## config.mk

```make
export PLATFORM = sky130hd
export DESIGN_NAME = psp_top
export DESIGN_NICKNAME = d
export VERILOG_FILES = /design/src/shared/psp_pkg.sv /design/src/psp_flag.sv /design/src/psp_edge.sv /design/src/psp_top.sv
export VERILOG_INCLUDE_DIRS = /design/src /design/src/shared
export SDC_FILE = /design/constraint.sdc
export NUM_CORES = 1
export LEC_CHECK = 0
export BUFFER_PORTS_ARGS = -buffer_cell sky130_fd_sc_hd__buf_2
export CORE_ASPECT_RATIO = 1.5
export CORE_MARGIN = 2
export CORE_UTILIZATION = 30
export CTS_CLUSTER_DIAMETER = 50
export DETAILED_ROUTE_END_ITERATION = 6
export GPL_TIMING_DRIVEN = 0
export SYNTH_ARGS = -nofsm -noshare
export SYNTH_HDL_FRONTEND = slang
export SYNTH_SLANG_ARGS = --single-unit
export TNS_END_PERCENT = 20
```

## constraint.sdc

```tcl
create_clock -name clk_i -period 4.6 [get_ports clk_i]
set_input_delay 0.92 -clock clk_i [delete_from_list [all_inputs] [get_ports clk_i]]
set_output_delay 0.92 -clock clk_i [all_outputs]
set_load 0.02 [all_outputs]
```

## src/shared/psp_defs.svh

```systemverilog
// Purpose: offsets, field positions and reset values of the slave port.
// Assumes: word-aligned Wishbone byte addresses, 8-bit data in low lanes.
// Notes:   Definitions only.
`ifndef PSP_DEFS_SVH
`define PSP_DEFS_SVH

// ----------------------------------------------------------------------
// Register byte offsets
// ----------------------------------------------------------------------
`define PSP_OFF_OUT0 6'h00
`define PSP_OFF_OUT1 6'h04
`define PSP_OFF_OUT2 6'h08
`define PSP_OFF_IN0 6'h0c
`define PSP_OFF_IN1 6'h10
`define PSP_OFF_IN2 6'h14
`define PSP_OFF_STAT 6'h18
`define PSP_OFF_CTRL 6'h1c
`define PSP_OFF_IRQ_STAT 6'h20
`define PSP_OFF_IRQ_EN 6'h24
`define PSP_OFF_IRQ_CLR 6'h28
`define PSP_OFF_PORTA 6'h2c

// ----------------------------------------------------------------------
// Field positions and reset values
// ----------------------------------------------------------------------
`define PSP_CTRL_SLAVE_EN 0
`define PSP_CTRL_ATTN_CLR 1
`define PSP_STAT_PEND_LSB 3
`define PSP_IRQ_IN_LSB 0
`define PSP_IRQ_OUT_READ 3
`define PSP_RST_BYTE 8'h00
`define PSP_RST_CTRL 8'h00
`define PSP_RST_IRQ 4'h0
`define PSP_NUM_REGS 3

`endif

```

## src/shared/psp_pkg.sv

```systemverilog
// Purpose: types shared by the slave port modules.
// Assumes: nothing beyond the defines header.
// Notes:   Select codes 0..2 are the three registers; 3 is unused.
package psp_pkg;
  typedef logic [7:0] psp_byte_type;
  typedef logic [1:0] psp_sel_type;
  typedef enum logic [1:0] {
    PSP_BUS_IDLE,
    PSP_BUS_ACK
  } psp_bus_state_type;
endpackage : psp_pkg

```

## src/psp_flag.sv

```systemverilog
// Purpose: one sticky flag with set over clear priority.
// Assumes: set and clear are one-cycle pulses on clk_i.
// Notes:   Used for inbound written flags, pending flags, attention and irq status.
`timescale 1ns/1ps
module psp_flag (
  input wire logic clk_i,  // System clock
  input wire logic rst_i,  // Sync reset, high
  input wire logic set_i,  // Set pulse
  input wire logic clr_i,  // Clear pulse
  output logic flag_o      // Sticky flag
);
  logic flag_ff;
  logic nxt_flag;

  // Set wins so an event in the clear cycle is not lost
  assign nxt_flag = set_i | (flag_ff & ~clr_i);
  assign flag_o = flag_ff;

  // Flag register
  always_ff @(posedge clk_i) begin
    if (rst_i) begin
      flag_ff <= 1'b0;
    end else begin
      flag_ff <= nxt_flag;
    end
  end
endmodule : psp_flag

```

## src/psp_edge.sv

```systemverilog
// Purpose: assertion (falling level) and release edge detector for an active-low strobe.
// Assumes: strobe is synchronous to clk_i.
// Notes:   Pulses once at strobe assertion, so a long strobe counts once.
`timescale 1ns/1ps
module psp_edge (
  input wire logic clk_i,   // System clock
  input wire logic rst_i,   // Sync reset, high
  input wire logic strb_n_i, // Strobe, low active
  output logic rise_o,      // Assertion pulse
  output logic fall_o       // Release pulse
);
  logic prev_ff;

  // Previous level, idle is high
  always_ff @(posedge clk_i) begin
    if (rst_i) begin
      prev_ff <= 1'b1;
    end else begin
      prev_ff <= strb_n_i;
    end
  end

  assign rise_o = prev_ff & ~strb_n_i;
  assign fall_o = ~prev_ff & strb_n_i;
endmodule : psp_edge

```

## src/psp_top.sv

```systemverilog
// Purpose: parallel slave port with a Wishbone register file.
// Assumes: master pins synchronous to clk_i; one clock domain.
// Notes:   Data pins are shared with parallel port A; enables low drive.
//
// Added by the designer: the register addresses and register access over Wishbone.
`include "psp_defs.svh"
`timescale 1ns/1ps
module psp_top (
  input wire logic clk_i,               // System clock
  input wire logic rst_i,               // Sync reset, high
  // Wishbone slave
  input wire logic wb_cyc_i,            // Bus cycle
  input wire logic wb_stb_i,            // Strobe
  input wire logic wb_we_i,             // Write enable
  input wire logic [5:0] wb_adr_i,      // Byte address
  input wire logic [3:0] wb_sel_i,      // Byte enables
  input wire logic [31:0] wb_dat_i,     // Write data
  output logic [31:0] wb_dat_o,         // Read data
  output logic wb_ack_o,                // Acknowledge
  output logic wb_err_o,                // Unmapped address
  // Master side
  input wire psp_pkg::psp_sel_type sel_i, // Register select
  input wire logic rd_n_i,              // Read strobe, low
  input wire logic wr_n_i,              // Write strobe, low
  input wire psp_pkg::psp_byte_type pd_i, // Pin data in
  output psp_pkg::psp_byte_type pd_o,   // Pin data out
  output logic [7:0] pd_oe_n_o,         // Pin enable, low drives
  output logic attn_o,                  // Attention to master
  output logic in_empty_o,              // All inbound read
  output logic out_pend_o,              // Outbound waiting
  output logic irq_o                    // Local interrupt
);
  import psp_pkg::*;

  // --------------------------------------------------------------------
  // Bus decode
  // --------------------------------------------------------------------
  psp_bus_state_type bus_ff;
  psp_bus_state_type nxt_bus;
  logic [31:0] rdat_ff;
  logic [31:0] nxt_rdat;
  logic err_ff;
  logic nxt_err;
  wire req = wb_cyc_i & wb_stb_i & (bus_ff == PSP_BUS_IDLE);
  wire lane0 = wb_sel_i[0];
  wire hit_out0 = wb_adr_i == `PSP_OFF_OUT0;
  wire hit_out1 = wb_adr_i == `PSP_OFF_OUT1;
  wire hit_out2 = wb_adr_i == `PSP_OFF_OUT2;
  wire hit_in0 = wb_adr_i == `PSP_OFF_IN0;
  wire hit_in1 = wb_adr_i == `PSP_OFF_IN1;
  wire hit_in2 = wb_adr_i == `PSP_OFF_IN2;
  wire hit_stat = wb_adr_i == `PSP_OFF_STAT;
  wire hit_ctrl = wb_adr_i == `PSP_OFF_CTRL;
  wire hit_ist = wb_adr_i == `PSP_OFF_IRQ_STAT;
  wire hit_ien = wb_adr_i == `PSP_OFF_IRQ_EN;
  wire hit_icl = wb_adr_i == `PSP_OFF_IRQ_CLR;
  wire hit_pa = wb_adr_i == `PSP_OFF_PORTA;
  wire hit_any = hit_out0 | hit_out1 | hit_out2 | hit_in0 | hit_in1 |
                 hit_in2 | hit_stat | hit_ctrl | hit_ist | hit_ien |
                 hit_icl | hit_pa;
  wire bwr = req & wb_we_i & lane0;
  wire brd = req & ~wb_we_i;
  wire [7:0] wbyte = wb_dat_i[7:0];

  // Per-register local strobes
  wire [2:0] out_wr = {bwr & hit_out2, bwr & hit_out1, bwr & hit_out0};
  wire [2:0] in_rd = {brd & hit_in2, brd & hit_in1, brd & hit_in0};
  wire ctrl_wr = bwr & hit_ctrl;
  wire ien_wr = bwr & hit_ien;
  wire icl_wr = bwr & hit_icl;
  wire pa_wr = bwr & hit_pa;

  // --------------------------------------------------------------------
  // Control and parallel port A
  // --------------------------------------------------------------------
  logic [7:0] ctrl_ff;
  logic [7:0] pa_ff;
  logic [3:0] ien_ff;
  wire slave_en = ctrl_ff[`PSP_CTRL_SLAVE_EN];

  // Software writes; attention clear bit is self clearing
  always_ff @(posedge clk_i) begin
    if (rst_i) begin
      ctrl_ff <= `PSP_RST_CTRL;
      pa_ff <= `PSP_RST_BYTE;
      ien_ff <= `PSP_RST_IRQ;
    end else begin
      if (ctrl_wr) ctrl_ff <= wbyte & 8'h01;
      if (pa_wr) pa_ff <= wbyte;
      if (ien_wr) ien_ff <= wbyte[3:0];
    end
  end
  wire attn_clr = ctrl_wr & wbyte[`PSP_CTRL_ATTN_CLR];

  // --------------------------------------------------------------------
  // Master strobes
  // --------------------------------------------------------------------
  logic rd_fall;
  logic wr_rise;
  // Read assertion edge unused; pins follow the strobe level instead
  psp_edge u_rd_edge (
    .clk_i(clk_i),
    .rst_i(rst_i),
    .strb_n_i(rd_n_i),
    .rise_o(),
    .fall_o(rd_fall)
  );
  psp_edge u_wr_edge (
    .clk_i(clk_i),
    .rst_i(rst_i),
    .strb_n_i(wr_n_i),
    .rise_o(wr_rise),
    .fall_o()
  );
  // Select 3 addresses nothing; strobes ignored out of slave mode
  wire sel_ok = sel_i != 2'd3;
  wire [2:0] sel_dec = 3'b001 << sel_i;
  wire [2:0] m_wr = (slave_en & wr_rise & sel_ok) ? sel_dec : 3'b000;
  // Read counted at strobe release so data was seen on the pins
  wire [2:0] m_rd = (slave_en & rd_fall & sel_ok) ? sel_dec : 3'b000;

  // --------------------------------------------------------------------
  // Six data registers, 8 bits each
  // --------------------------------------------------------------------
  psp_byte_type out_ff [`PSP_NUM_REGS];
  psp_byte_type in_ff [`PSP_NUM_REGS];
  logic [2:0] in_flag;
  logic [2:0] pend_flag;

  always_ff @(posedge clk_i) begin
    for (int i = 0; i < `PSP_NUM_REGS; i++) begin
      if (rst_i) begin
        out_ff[i] <= `PSP_RST_BYTE;
        in_ff[i] <= `PSP_RST_BYTE;
      end else begin
        if (out_wr[i]) out_ff[i] <= wbyte;
        if (m_wr[i]) in_ff[i] <= pd_i;
      end
    end
  end

  // Written and pending flags, one each per register
  for (genvar g = 0; g < `PSP_NUM_REGS; g++) begin : g_flag
    psp_flag u_in (
      .clk_i(clk_i),
      .rst_i(rst_i),
      .set_i(m_wr[g]),
      .clr_i(in_rd[g]),
      .flag_o(in_flag[g])
    );
    psp_flag u_pend (
      .clk_i(clk_i),
      .rst_i(rst_i),
      .set_i(out_wr[g]),
      .clr_i(m_rd[g]),
      .flag_o(pend_flag[g])
    );
  end

  // --------------------------------------------------------------------
  // Handshake lines to the master
  // --------------------------------------------------------------------
  psp_flag u_attn (
    .clk_i(clk_i),
    .rst_i(rst_i),
    .set_i(|out_wr),
    .clr_i(attn_clr | (|m_rd)),
    .flag_o(attn_o)
  );
  assign in_empty_o = ~(|in_flag);
  assign out_pend_o = |pend_flag;

  // --------------------------------------------------------------------
  // Pin drive: slave mode takes over port A
  // --------------------------------------------------------------------
  // Drive only while read strobe low; avoids a fight with a writing master
  wire slave_drive = slave_en & ~rd_n_i & sel_ok;
  wire pa_drive = ~slave_en;
  psp_byte_type pd_ff;
  logic oe_n_ff;
  always_ff @(posedge clk_i) begin
    if (rst_i) begin
      pd_ff <= `PSP_RST_BYTE;
      oe_n_ff <= 1'b1;
    end else begin
      pd_ff <= slave_drive ? out_ff[sel_i] : pa_ff;
      oe_n_ff <= ~(slave_drive | pa_drive);
    end
  end
  assign pd_o = pd_ff;
  assign pd_oe_n_o = {8{oe_n_ff}};

  // --------------------------------------------------------------------
  // Interrupts: inbound writes and outbound fetched
  // --------------------------------------------------------------------
  logic [3:0] ist;
  wire [3:0] ev = {|m_rd, m_wr};
  for (genvar k = 0; k < 4; k++) begin : g_irq
    psp_flag u_ist (
      .clk_i(clk_i),
      .rst_i(rst_i),
      .set_i(ev[k]),
      .clr_i(icl_wr & wbyte[k]),
      .flag_o(ist[k])
    );
  end
  assign irq_o = |(ist & ien_ff);

  // --------------------------------------------------------------------
  // Read mux and acknowledge
  // --------------------------------------------------------------------
  wire [7:0] stat_val = {2'b00, pend_flag, in_flag};
  wire [7:0] sel_in = hit_in0 ? in_ff[0] : hit_in1 ? in_ff[1] : in_ff[2];
  wire [7:0] sel_out = hit_out0 ? out_ff[0] :
                       hit_out1 ? out_ff[1] : out_ff[2];
  // Inbound read returns data and clears its flag in one access
  wire [7:0] rbyte =
    (hit_in0 | hit_in1 | hit_in2) ? sel_in :
    (hit_out0 | hit_out1 | hit_out2) ? sel_out :
    hit_stat ? stat_val :
    hit_ctrl ? ctrl_ff :
    hit_ist ? {4'h0, ist} :
    hit_ien ? {4'h0, ien_ff} :
    hit_pa ? pd_i : 8'h00;

  assign nxt_bus = req ? PSP_BUS_ACK : PSP_BUS_IDLE;
  assign nxt_rdat = brd ? {24'h000000, rbyte} : 32'h00000000;
  assign nxt_err = req & ~hit_any;

  // One-cycle registered answer
  always_ff @(posedge clk_i) begin
    if (rst_i) begin
      bus_ff <= PSP_BUS_IDLE;
      rdat_ff <= 32'h00000000;
      err_ff <= 1'b0;
    end else begin
      bus_ff <= nxt_bus;
      rdat_ff <= nxt_rdat;
      err_ff <= nxt_err;
    end
  end

  // Answer decode
  always_comb begin
    case (bus_ff)
      PSP_BUS_ACK: begin
        wb_ack_o = ~err_ff;
        wb_err_o = err_ff;
      end
      default: begin
        wb_ack_o = 1'b0;
        wb_err_o = 1'b0;
      end
    endcase
  end
  assign wb_dat_o = rdat_ff;
endmodule : psp_top

```

==> results.json, run 1 <==
{
  "rows": 55,
  "cts_resized": 0,
  "cp_common_cell": "buf_2",
  "syn-cell-area_mm2": 0.00468,
  "n_antenna_cell": 0,
  "synth_cell_types": 57,
  "drv_cap": 0,
  "nNetsFinal": 613,
  "power_mw": 1.85,
  "clkPwrFrac_pct": 42.9,
  "pin_count": 113,
  "grt_pass1_wl_mm": 20.7,
  "finalSetupTns_ns": 0,
  "first_global_vias": 3745,
  "cp.arrival_ns": 3.35,
  "dpl.hpwl_mm": 10.7,
  "period_minus_slack_ns": 3.39,
  "place_congestion": 0.926,
  "via_per_inst": 4.94,
  "cts-root-buf": "clkbuf_16",
  "max_stage_delay_ns": 0.99,
  "startpoint_type": "input pin",
  "area_growth_pct": 20.3,
  "ant_nets": 0,
  "worstSetupPathType": "in2reg",
  "overflow": 0,
  "synth_warnings": 0,
  "power.switching_mw": 0.469,
  "drive_above_1_share_pct": 22.9,
  "synthArstFlopShare_pct": 0,
  "drt_pass1_iterations": 5,
  "hp-class": "reg2reg",
  "ys_ff_latch": 93,
  "p_per_area_mw_per_mm2": 329,
  "grt_use_total_pct": 16.4,
  "grt_max_degree": 20,
  "wl_per_cell_um": 17.8,
  "path_clk_slew_ns": 0.07,
  "antenna_found_initial": 0,
  "die_area_mm2": 0.0166,
  "syn_inst": 463,
  "synth_common_cells": "edfxtp_1 (48), dfxtp_1 (45), and2_1 (38)",
  "cts.sinks": 93,
  "seq_area_frac_synth_pct": 50.1,
  "synth_edf_count": 48,
  "drc": 0,
  "status": "finished, final reports clean",
  "postSynthAreaPerCell_um2": 10.1,
  "crit_family": "compound AO/OA/AOI/OAI gates",
  "switching_share_pct": 25.3,
  "synth_top_area_cell": "edfxtp_1",
  "cts_hold_buf": 0,
  "setup_viol": 0,
  "irDropWorstVdd_mv": 0.220,
  "cts_tree": "built",
  "ys_top_cells_by_area": "edfxtp_1 (31%), dfxtp_1 (19%), mux2i_1 (6.2%)",
  "vias": 3742,
  "drt-initial-drc-count": 235,
  "grt_setup_unrepaired": "false",
  "start_util_pct": 30.9,
  "ctsHtreeMaxLevel": 3,
  "cts-buffers-inserted": 9,
  "cp-end-kind": "flip-flop",
  "cp_data_required_time_ns": 4.56,
  "yosysMostFrequentCell": "edfxtp_1",
  "finalMaxSlewViolations": 0,
  "n_fill_cell": 1595,
  "max_freq_mhz": 295,
  "crit_slowest_cell": "o21ai_0",
  "tightest_slew_ns": 1.22,
  "synthFlopType": "edfxtp_1",
  "holdWs_ns": 0.504,
  "internal-power_mw": 1.38,
  "pre_cts_ws_ns": 0.852,
  "cp_max_fo": 10,
  "clk_latency_ns": 0.35,
  "dieWidth_um": 106,
  "synth_top_area_share_pct": 30.8,
  "timing.final.crit_share_pct": 73.6,
  "path_cells": "buf_2 -> clkbuf_2 -> nor4_1 -> buf_2 -> nand2_1 -> o21ai_0",
  "postCtsSetupBuffers": 0,
  "combPwrFrac_pct": 8.7,
  "final-hold-violation-count": 0,
  "finalWirelength_mm": 13.5,
  "final.setup.worst_slack_ns": 1.21,
  "seqPwrFrac_pct": 48.4,
  "worst_clock_skew_ns": 0.00739,
  "leakage_nw": 2.12,
  "worst-path-buf-inv": 3,
  "dpl_cell_area_mm2": 0.00530,
  "clockBufferDepth": 2,
  "fp.dieH_um": 157,
  "io_buffers": 57,
  "coreArea_mm2": 0.0151,
  "slew_headroom_pct": 18.0,
  "final_cell_area_mm2": 0.00562
}
[path summary, 6_finish.rpt]
check / slack, ns / end / cells past startpoint / start
setup / recovery: 1.21 / out_ff[1][3] / 6 / wb_adr_i[4]
hold / removal: 0.50 / pa_ff[3] / 2 / pa_ff[3]
hold reg to reg: 0.50 / pa_ff[3] / 2 / pa_ff[3]
setup reg to reg: 1.59 / out_ff[1][3] / 5 / bus_ff[0]
[cell families (layout without fill, tap and decap cells)]
group / count (synthesis) / after routing / synth area share (%)
flip-flops: 93 / 93 / 50.1
multiplexers: 30 / 30 / 6.45
AO/OA/AOI/OAI: 85 / 85 / 12.4
AND/OR/NAND/NOR: 186 / 186 / 22.4
other: 1 / 24 / 0.0802
buffers and inverters: 68 / 141 / 8.51
[power groups by stage]
stage | clock (mW) | combinational, mW | sequential (mW)
final | 0.794 | 0.162 | 0.896
after floorplan | 0 | 0.106 | 0.911
after global routing | 0.843 | 0.174 | 0.898
after CTS | 0.806 | 0.160 | 0.896
after global placement | 0 | 0.158 | 0.913
after detailed placement | 0 | 0.160 | 0.914
[worst reg2reg max path: cells and delay by family (launching register included)]
kind | cells | cell delay, ns
compound gates | 1 | 0.99
buf+inv | 2 | 0.46
flops | 1 | 0.33
simple gates | 2 | 0.84
[area by class of cell]
cell class	count	area, um2	area share (%)
Tap cell	199	249	4.43
Timing Repair Buffer	57	285	5.07
Buffer	61	372	6.61
Multi-Input combinational cell	325	2020	36.0
Clock buffer	9	225	4.00
Inverter	7	26.3	0.467
Sequential cell	93	2340	41.6
Clock inverter	7	103	1.82
[cells in the final DEF (no fill, tap or decap), drive strengths merged, types with 3 or more instances in the layout]
cell    count
nor2b       7
clkinv      3
nand2      28
a311oi      4
edfxtp     48
dfxtp      45
a31oi       4
o221ai      3
nand3      18
nor2       32
or2         4
nor3       15
inv        10
or3b        3
buf        99
a21boi      4
nor4       14
nand2b      7
conb       24
nor4bb      3
a21oi       9
and2       39
a221o       3
nor4b       5
a41oi       3
clkbuf     28
a311o       7
mux2i      29
o21ai      32
nand3b      3
[sequential cells by signal (all words and copies together), names as in the netlist]
| name | flops |
|---|---|
| bus_ff | 1 |
| ctrl_ff | 1 |
| err_ff | 1 |
| g_flag.u_in.flag_o | 3 |
| g_flag.u_pend.flag_o | 3 |
| g_irq.u_ist.flag_o | 4 |
| ien_ff | 4 |
| in_ff | 24 |
| oe_n_ff | 1 |
| out_ff | 24 |
| pa_ff | 8 |
| pd_o | 8 |
| u_attn.flag_o | 1 |
| u_rd_edge.prev_ff | 1 |
| u_wr_edge.prev_ff | 1 |
| wb_dat_o | 8 |
[metrics by stage]
step	util, %	instances
2_1_floorplan	-	486
3_3_place_gp	35.0	742
3_5_place_dp	35.0	742
4_1_cts	37.1	758
5_1_grt	37.1	758
6_report	37.1	758
[metal layers]
metal / GRT usage [%] / part of all wire (%) / up-vias
li1: - / - / 1831
met1: 17.0 / 38 / 1765
met2: 32.7 / 56 / 124
met3: 2.53 / 3.8 / 22
met4: 6.33 / 2.6 / 0
met5: 0 / 0 / -
Note: power is estimated with default switching activity, not from simulation.
==> run 2, diff against run 1 <==
ABC_AREA = 1   (was not set)
clock period = 3.3 ns   (was 4.6 ns; I/O delays follow)
==> results.json, run 2 <==
{
  "synth_cell_types": 30,
  "clockBufferDepth": 2,
  "pin_count": 113,
  "grt_setup_unrepaired": "false",
  "holdWs_ns": 0.465,
  "synth_top_area_share_pct": 32.0,
  "finalMaxSlewViolations": 0,
  "final_cell_mix": "nand2_1 (126), nor2_1 (99), buf_2 (64)",
  "cts-buffers-inserted": 9,
  "cp_common_cell": "buf_2",
  "top_layer_used": "met4",
  "cp-end-kind": "flip-flop",
  "hp-class": "reg2reg",
  "reg_top3": "in_ff x24, out_ff x24",
  "first_global_vias": 3773,
  "dpl.hpwl_mm": 9.80,
  "synthFlopType": "edfxtp_1",
  "grt_pass1_wl_mm": 19.6,
  "fp.dieH_um": 154,
  "ys_top_cells_by_area": "edfxtp_1 (32%), dfxtp_1 (20%), nand2_1 (11%)",
  "worst_clock_skew_ns": 0.00759,
  "syn_inst": 552,
  "syn-cell-area_mm2": 0.00450,
  "n_fill_cell": 1562,
  "drt_pass1_iterations": 5,
  "grt_max_degree": 17,
  "rows": 54,
  "finalWirelength_mm": 12.6,
  "drc": 0,
  "final-hold-violation-count": 0,
  "cp_data_required_time_ns": 3.26,
  "startpoint_type": "input pin",
  "cts-root-buf": "clkbuf_16",
  "cp.arrival_ns": 2.56,
  "place_congestion": 0.903,
  "yosysMostFrequentCell": "nand2_1",
  "postCtsSetupBuffers": 0,
  "path_cells": "buf_2 -> nor2_4 -> buf_4 -> nand3_1 -> buf_2 -> o21ai_0",
  "cts_hold_buf": 0,
  "dieWidth_um": 104,
  "met1_length_mm": 4.69,
  "reg2reg_slack_ns": 1.03,
  "drt-initial-drc-count": 251,
  "wl_per_cell_um": 14.8,
  "status": "finished, final reports clean",
  "die_area_mm2": 0.0160,
  "seq_area_frac_synth_pct": 52.0,
  "synthArstFlopShare_pct": 0,
  "finalSetupTns_ns": 0,
  "tightest_slew_ns": 1.35,
  "coreArea_mm2": 0.0146,
  "final_common_cell": "nand2_1",
  "drv_cap": 0,
  "postSynthAreaPerCell_um2": 8.15,
  "vias": 3874,
  "p_per_area_mw_per_mm2": 480,
  "dp_cells": 831,
  "power_mw": 2.63,
  "ant_nets": 0,
  "io_buffers": 60,
  "overflow": 0,
  "synth_common_cells": "nand2_1 (126), nor2_1 (99), edfxtp_1 (48)",
  "nNetsFinal": 705,
  "pre_cts_ws_ns": 0.296,
  "max_stage_delay_ns": 0.95,
  "drive_above_1_share_pct": 20.6,
  "irDropWorstVdd_mv": 0.295,
  "slew_headroom_pct": 9.07,
  "cts_resized": 0,
  "clk_latency_ns": 0.35,
  "grt_use_total_pct": 16.0,
  "antenna_found_initial": 0,
  "timing.final.crit_share_pct": 78.9,
  "period_minus_slack_ns": 2.60,
  "setup_viol": 0,
  "crit_slowest_cell": "o21ai_0",
  "leakage_nw": 2.47,
  "cts_tree": "built",
  "routed-wl-met3_um": 589,
  "max_freq_mhz": 384,
  "path_clk_slew_ns": 0.07,
  "via_per_inst": 4.57,
  "finalNonFillerCells": 847,
  "cts.sinks": 93,
  "synth_edf_count": 48,
  "worstSetupPathType": "in2reg",
  "synth_top_area_cell": "edfxtp_1",
  "cp_max_fo": 10,
  "synth_warnings": 0,
  "n_antenna_cell": 0,
  "wl_met2_mm": 6.69,
  "area_growth_pct": 21.6,
  "ys_ff_latch": 93,
  "ctsHtreeMaxLevel": 3,
  "final.setup.worst_slack_ns": 0.698,
  "start_util_pct": 30.8
}
## run 2: changes by cell type after synthesis, moves of 10 or more
cell / change
nand3_1: +26
nor3_1: -10
clkbuf_1: -10
inv_1: +39
nor2_1: +67
and2_1: -38
nand2_1: +98
mux2i_1: -29
nor4_1: -12
## run 2: power breakdown
group          internal, mW  leakage, nW  total [mW]  switching [mW]
clock                 0.740        0.155        1.18           0.440
combinational        0.0649         1.45       0.203           0.139
sequential             1.24        0.861        1.25         0.00996
total                  2.04         2.47        2.63           0.588
## run 2: stage by stage
| stage | area, um2 | utilization, % |
|---|---|---|
| after floorplan | 4590 | - |
| after global placement | 5130 | 35.2 |
| after detailed placement | 5130 | 35.2 |
| after CTS | 5470 | 37.5 |
| after global routing | 5470 | 37.5 |
| final | 5470 | 37.5 |
## run 2: worst max-delay path, delay by kind of cell
family,cells,cell delay [ns]
AO/OA/AOI/OAI,1,0.95
buffers and inverters,3,0.58
AND/OR/NAND/NOR,2,0.37
## run 2: final timing paths
kind                    start            to  cells past startpoint
setup / recovery  wb_adr_i[1]  out_ff[0][1]                      6
hold / removal       pa_ff[6]      pa_ff[6]                      2
setup reg to reg    bus_ff[0]  out_ff[0][1]                      5
hold reg to reg      pa_ff[6]      pa_ff[6]                      2
## run 2: logic make-up (layout without fill, tap and decap cells)
| kind of cell | after synthesis | after routing | synth area share [%] |
|---|---|---|---|
| DFF | 93 | 93 | 52.0 |
| and+or+nand+nor | 301 | 301 | 28.9 |
| other | 1 | 24 | 0.0833 |
| buffers and inverters | 94 | 170 | 10.8 |
| AOI/OAI and AO/OA | 63 | 63 | 8.20 |
## run 2: final cells by class
class	instances	area, um2	share of cell area [%]
buffer	46	305	5.58
timing repair buffer	60	300	5.49
sequential	93	2340	42.8
multi-input combinational	388	1760	32.1
clock inverter	6	113	2.06
inverter	48	180	3.29
clock buffer	10	229	4.18
tap	196	245	4.48
## run 2: layer usage
| metal | global-route usage, % | vias up |
|---|---|---|
| met4 | 9.46 | 0 |
| met3 | 3.05 | 40 |
| met1 | 16.4 | 1748 |
| met5 | 0 | - |
| li1 | - | 1945 |
| met2 | 29.9 | 141 |
==> run 3, diff against run 2 <==
clock period = 2.4 ns   (was 3.3 ns; I/O delays follow)
==> results.json, run 3 (synthesis gave the netlist of run 2 again) <==
{
  "status": "finished, final reports clean",
  "cp-end-kind": "flip-flop",
  "reg_top3": "in_ff x24, out_ff x24",
  "wl_per_cell_um": 14.9,
  "crit_path_start": "sel_i[1]",
  "final-hold-violation-count": 0,
  "area_growth_pct": 21.6,
  "p_per_area_mw_per_mm2": 661,
  "nNetsFinal": 705,
  "drc": 0,
  "cp.arrival_ns": 2.26,
  "ant_nets": 0,
  "dpl.hpwl_mm": 9.80,
  "irDropWorstVdd_mv": 0.408,
  "cp_data_required_time_ns": 2.35,
  "startpoint_type": "input pin",
  "r2r-start": "bus_ff[0]",
  "ctsHtreeMaxLevel": 3,
  "worst-path-buf-inv": 2,
  "drt_pass1_iterations": 5,
  "crit_slowest_cell": "o21ai_0",
  "final.setup.worst_slack_ns": 0.0926,
  "holdPathStages": 3,
  "place_congestion": 0.903,
  "cts_hold_buf": 0,
  "max_stage_delay_ns": 1.06,
  "hp-class": "in2reg",
  "postCtsSetupBuffers": 0,
  "n_antenna_cell": 0,
  "cp_max_fo": 10,
  "max_freq_mhz": 433,
  "min_to": "u_wr_edge.prev_ff",
  "slew_headroom_pct": 9.37,
  "leakage_nw": 2.47,
  "reg2reg_depth": 5,
  "grt_setup_unrepaired": "false",
  "pin_count": 113,
  "io_buffers": 60,
  "setup_viol": 0,
  "vias": 3888,
  "tightest_slew_ns": 1.35,
  "worstSetupPathDepth": 4,
  "dieWidth_um": 104,
  "path_cells": "buf_2 -> buf_1 -> nand2_1 -> o21ai_0",
  "grt_use_total_pct": 16.0,
  "cts-buffers-inserted": 9,
  "antenna_found_initial": 0,
  "clk_latency_ns": 0.35,
  "drt-initial-drc-count": 240,
  "r2r_end": "out_ff[1][5]",
  "period_minus_slack_ns": 2.31,
  "drive_above_1_share_pct": 20.6,
  "clockBufferDepth": 2,
  "cts-root-buf": "clkbuf_16",
  "start_util_pct": 30.8,
  "rows": 54,
  "die_area_mm2": 0.0160,
  "drv_cap": 0,
  "via_per_inst": 4.59,
  "finalWirelength_mm": 12.6,
  "cts_tree": "built",
  "cts_resized": 2,
  "reg2reg_slack_ns": 0.39,
  "worstSetupPathType": "in2reg",
  "pre_cts_ws_ns": -0.424,
  "crit_family": "compound AO/OA/AOI/OAI gates",
  "power_mw": 3.62,
  "path_clk_slew_ns": 0.06,
  "fp.dieH_um": 154,
  "min_from": "wr_n_i",
  "final_cell_mix": "nand2_1 (126), nor2_1 (99), buf_2 (64)",
  "timing.final.crit_share_pct": 96.1,
  "first_global_vias": 3774,
  "overflow": 0,
  "coreArea_mm2": 0.0146,
  "final_common_cell": "nand2_1",
  "worst_clock_skew_ns": 0.00825,
  "cts.sinks": 93,
  "finalMaxSlewViolations": 0,
  "grt_max_degree": 17,
  "grt_pass1_wl_mm": 19.6
}
-- run 3: layout make-up --
cell class	count	area (um2)
Clock inverter	6	113
Sequential cell	93	2340
Fill cell	1562	9120
Clock buffer	10	229
Buffer	46	305
Multi-Input combinational cell	388	1760
Inverter	48	180
Timing Repair Buffer	60	300
Tap cell	196	245
-- run 3: tightest hold or removal path: cells and delay by family --
family	cells	cell delay, ns
buffers and inverters	2	0.12
AND/OR/NAND/NOR	1	0.05
-- run 3: per-stage QoR --
step	hold WS (ns)	TNS, ns	util [%]	cells	cell area [um2]
after floorplan	0.438	0	-	575	4590
after global placement	0.455	-7.45	35.2	831	5130
after detailed placement	0.459	-8.12	35.2	831	5130
after CTS	0.335	0	37.5	847	5470
after global routing	0.349	0	37.5	847	5470
final	0.338	0	37.5	847	5470
-- run 3: power breakdown --
group | leakage [nW] | switching (mW) | internal (mW)
Clock | 0.155 | 0.608 | 1.02
Combinational | 1.45 | 0.190 | 0.0893
Sequential | 0.861 | 0.0137 | 1.70
-- run 3: metal layers --
metal	vias to the layer above	global-route usage, %	wire length, um
li1	1948	-	-
met1	1752	16.4	4690
met2	152	29.9	6770
met3	36	3.05	605
met4	0	9.46	536
met5	-	0	0
-- run 3: worst max path at each step --
stage	endpoint	slack [ns]
after CTS	in_ff[2][4]	0.09
after floorplan	out_ff[0][0]	0.28
after detailed placement	out_ff[0][7]	-0.42
after global routing	in_ff[2][3]	0.04
after global placement	out_ff[0][7]	-0.39
final	in_ff[2][3]	0.09
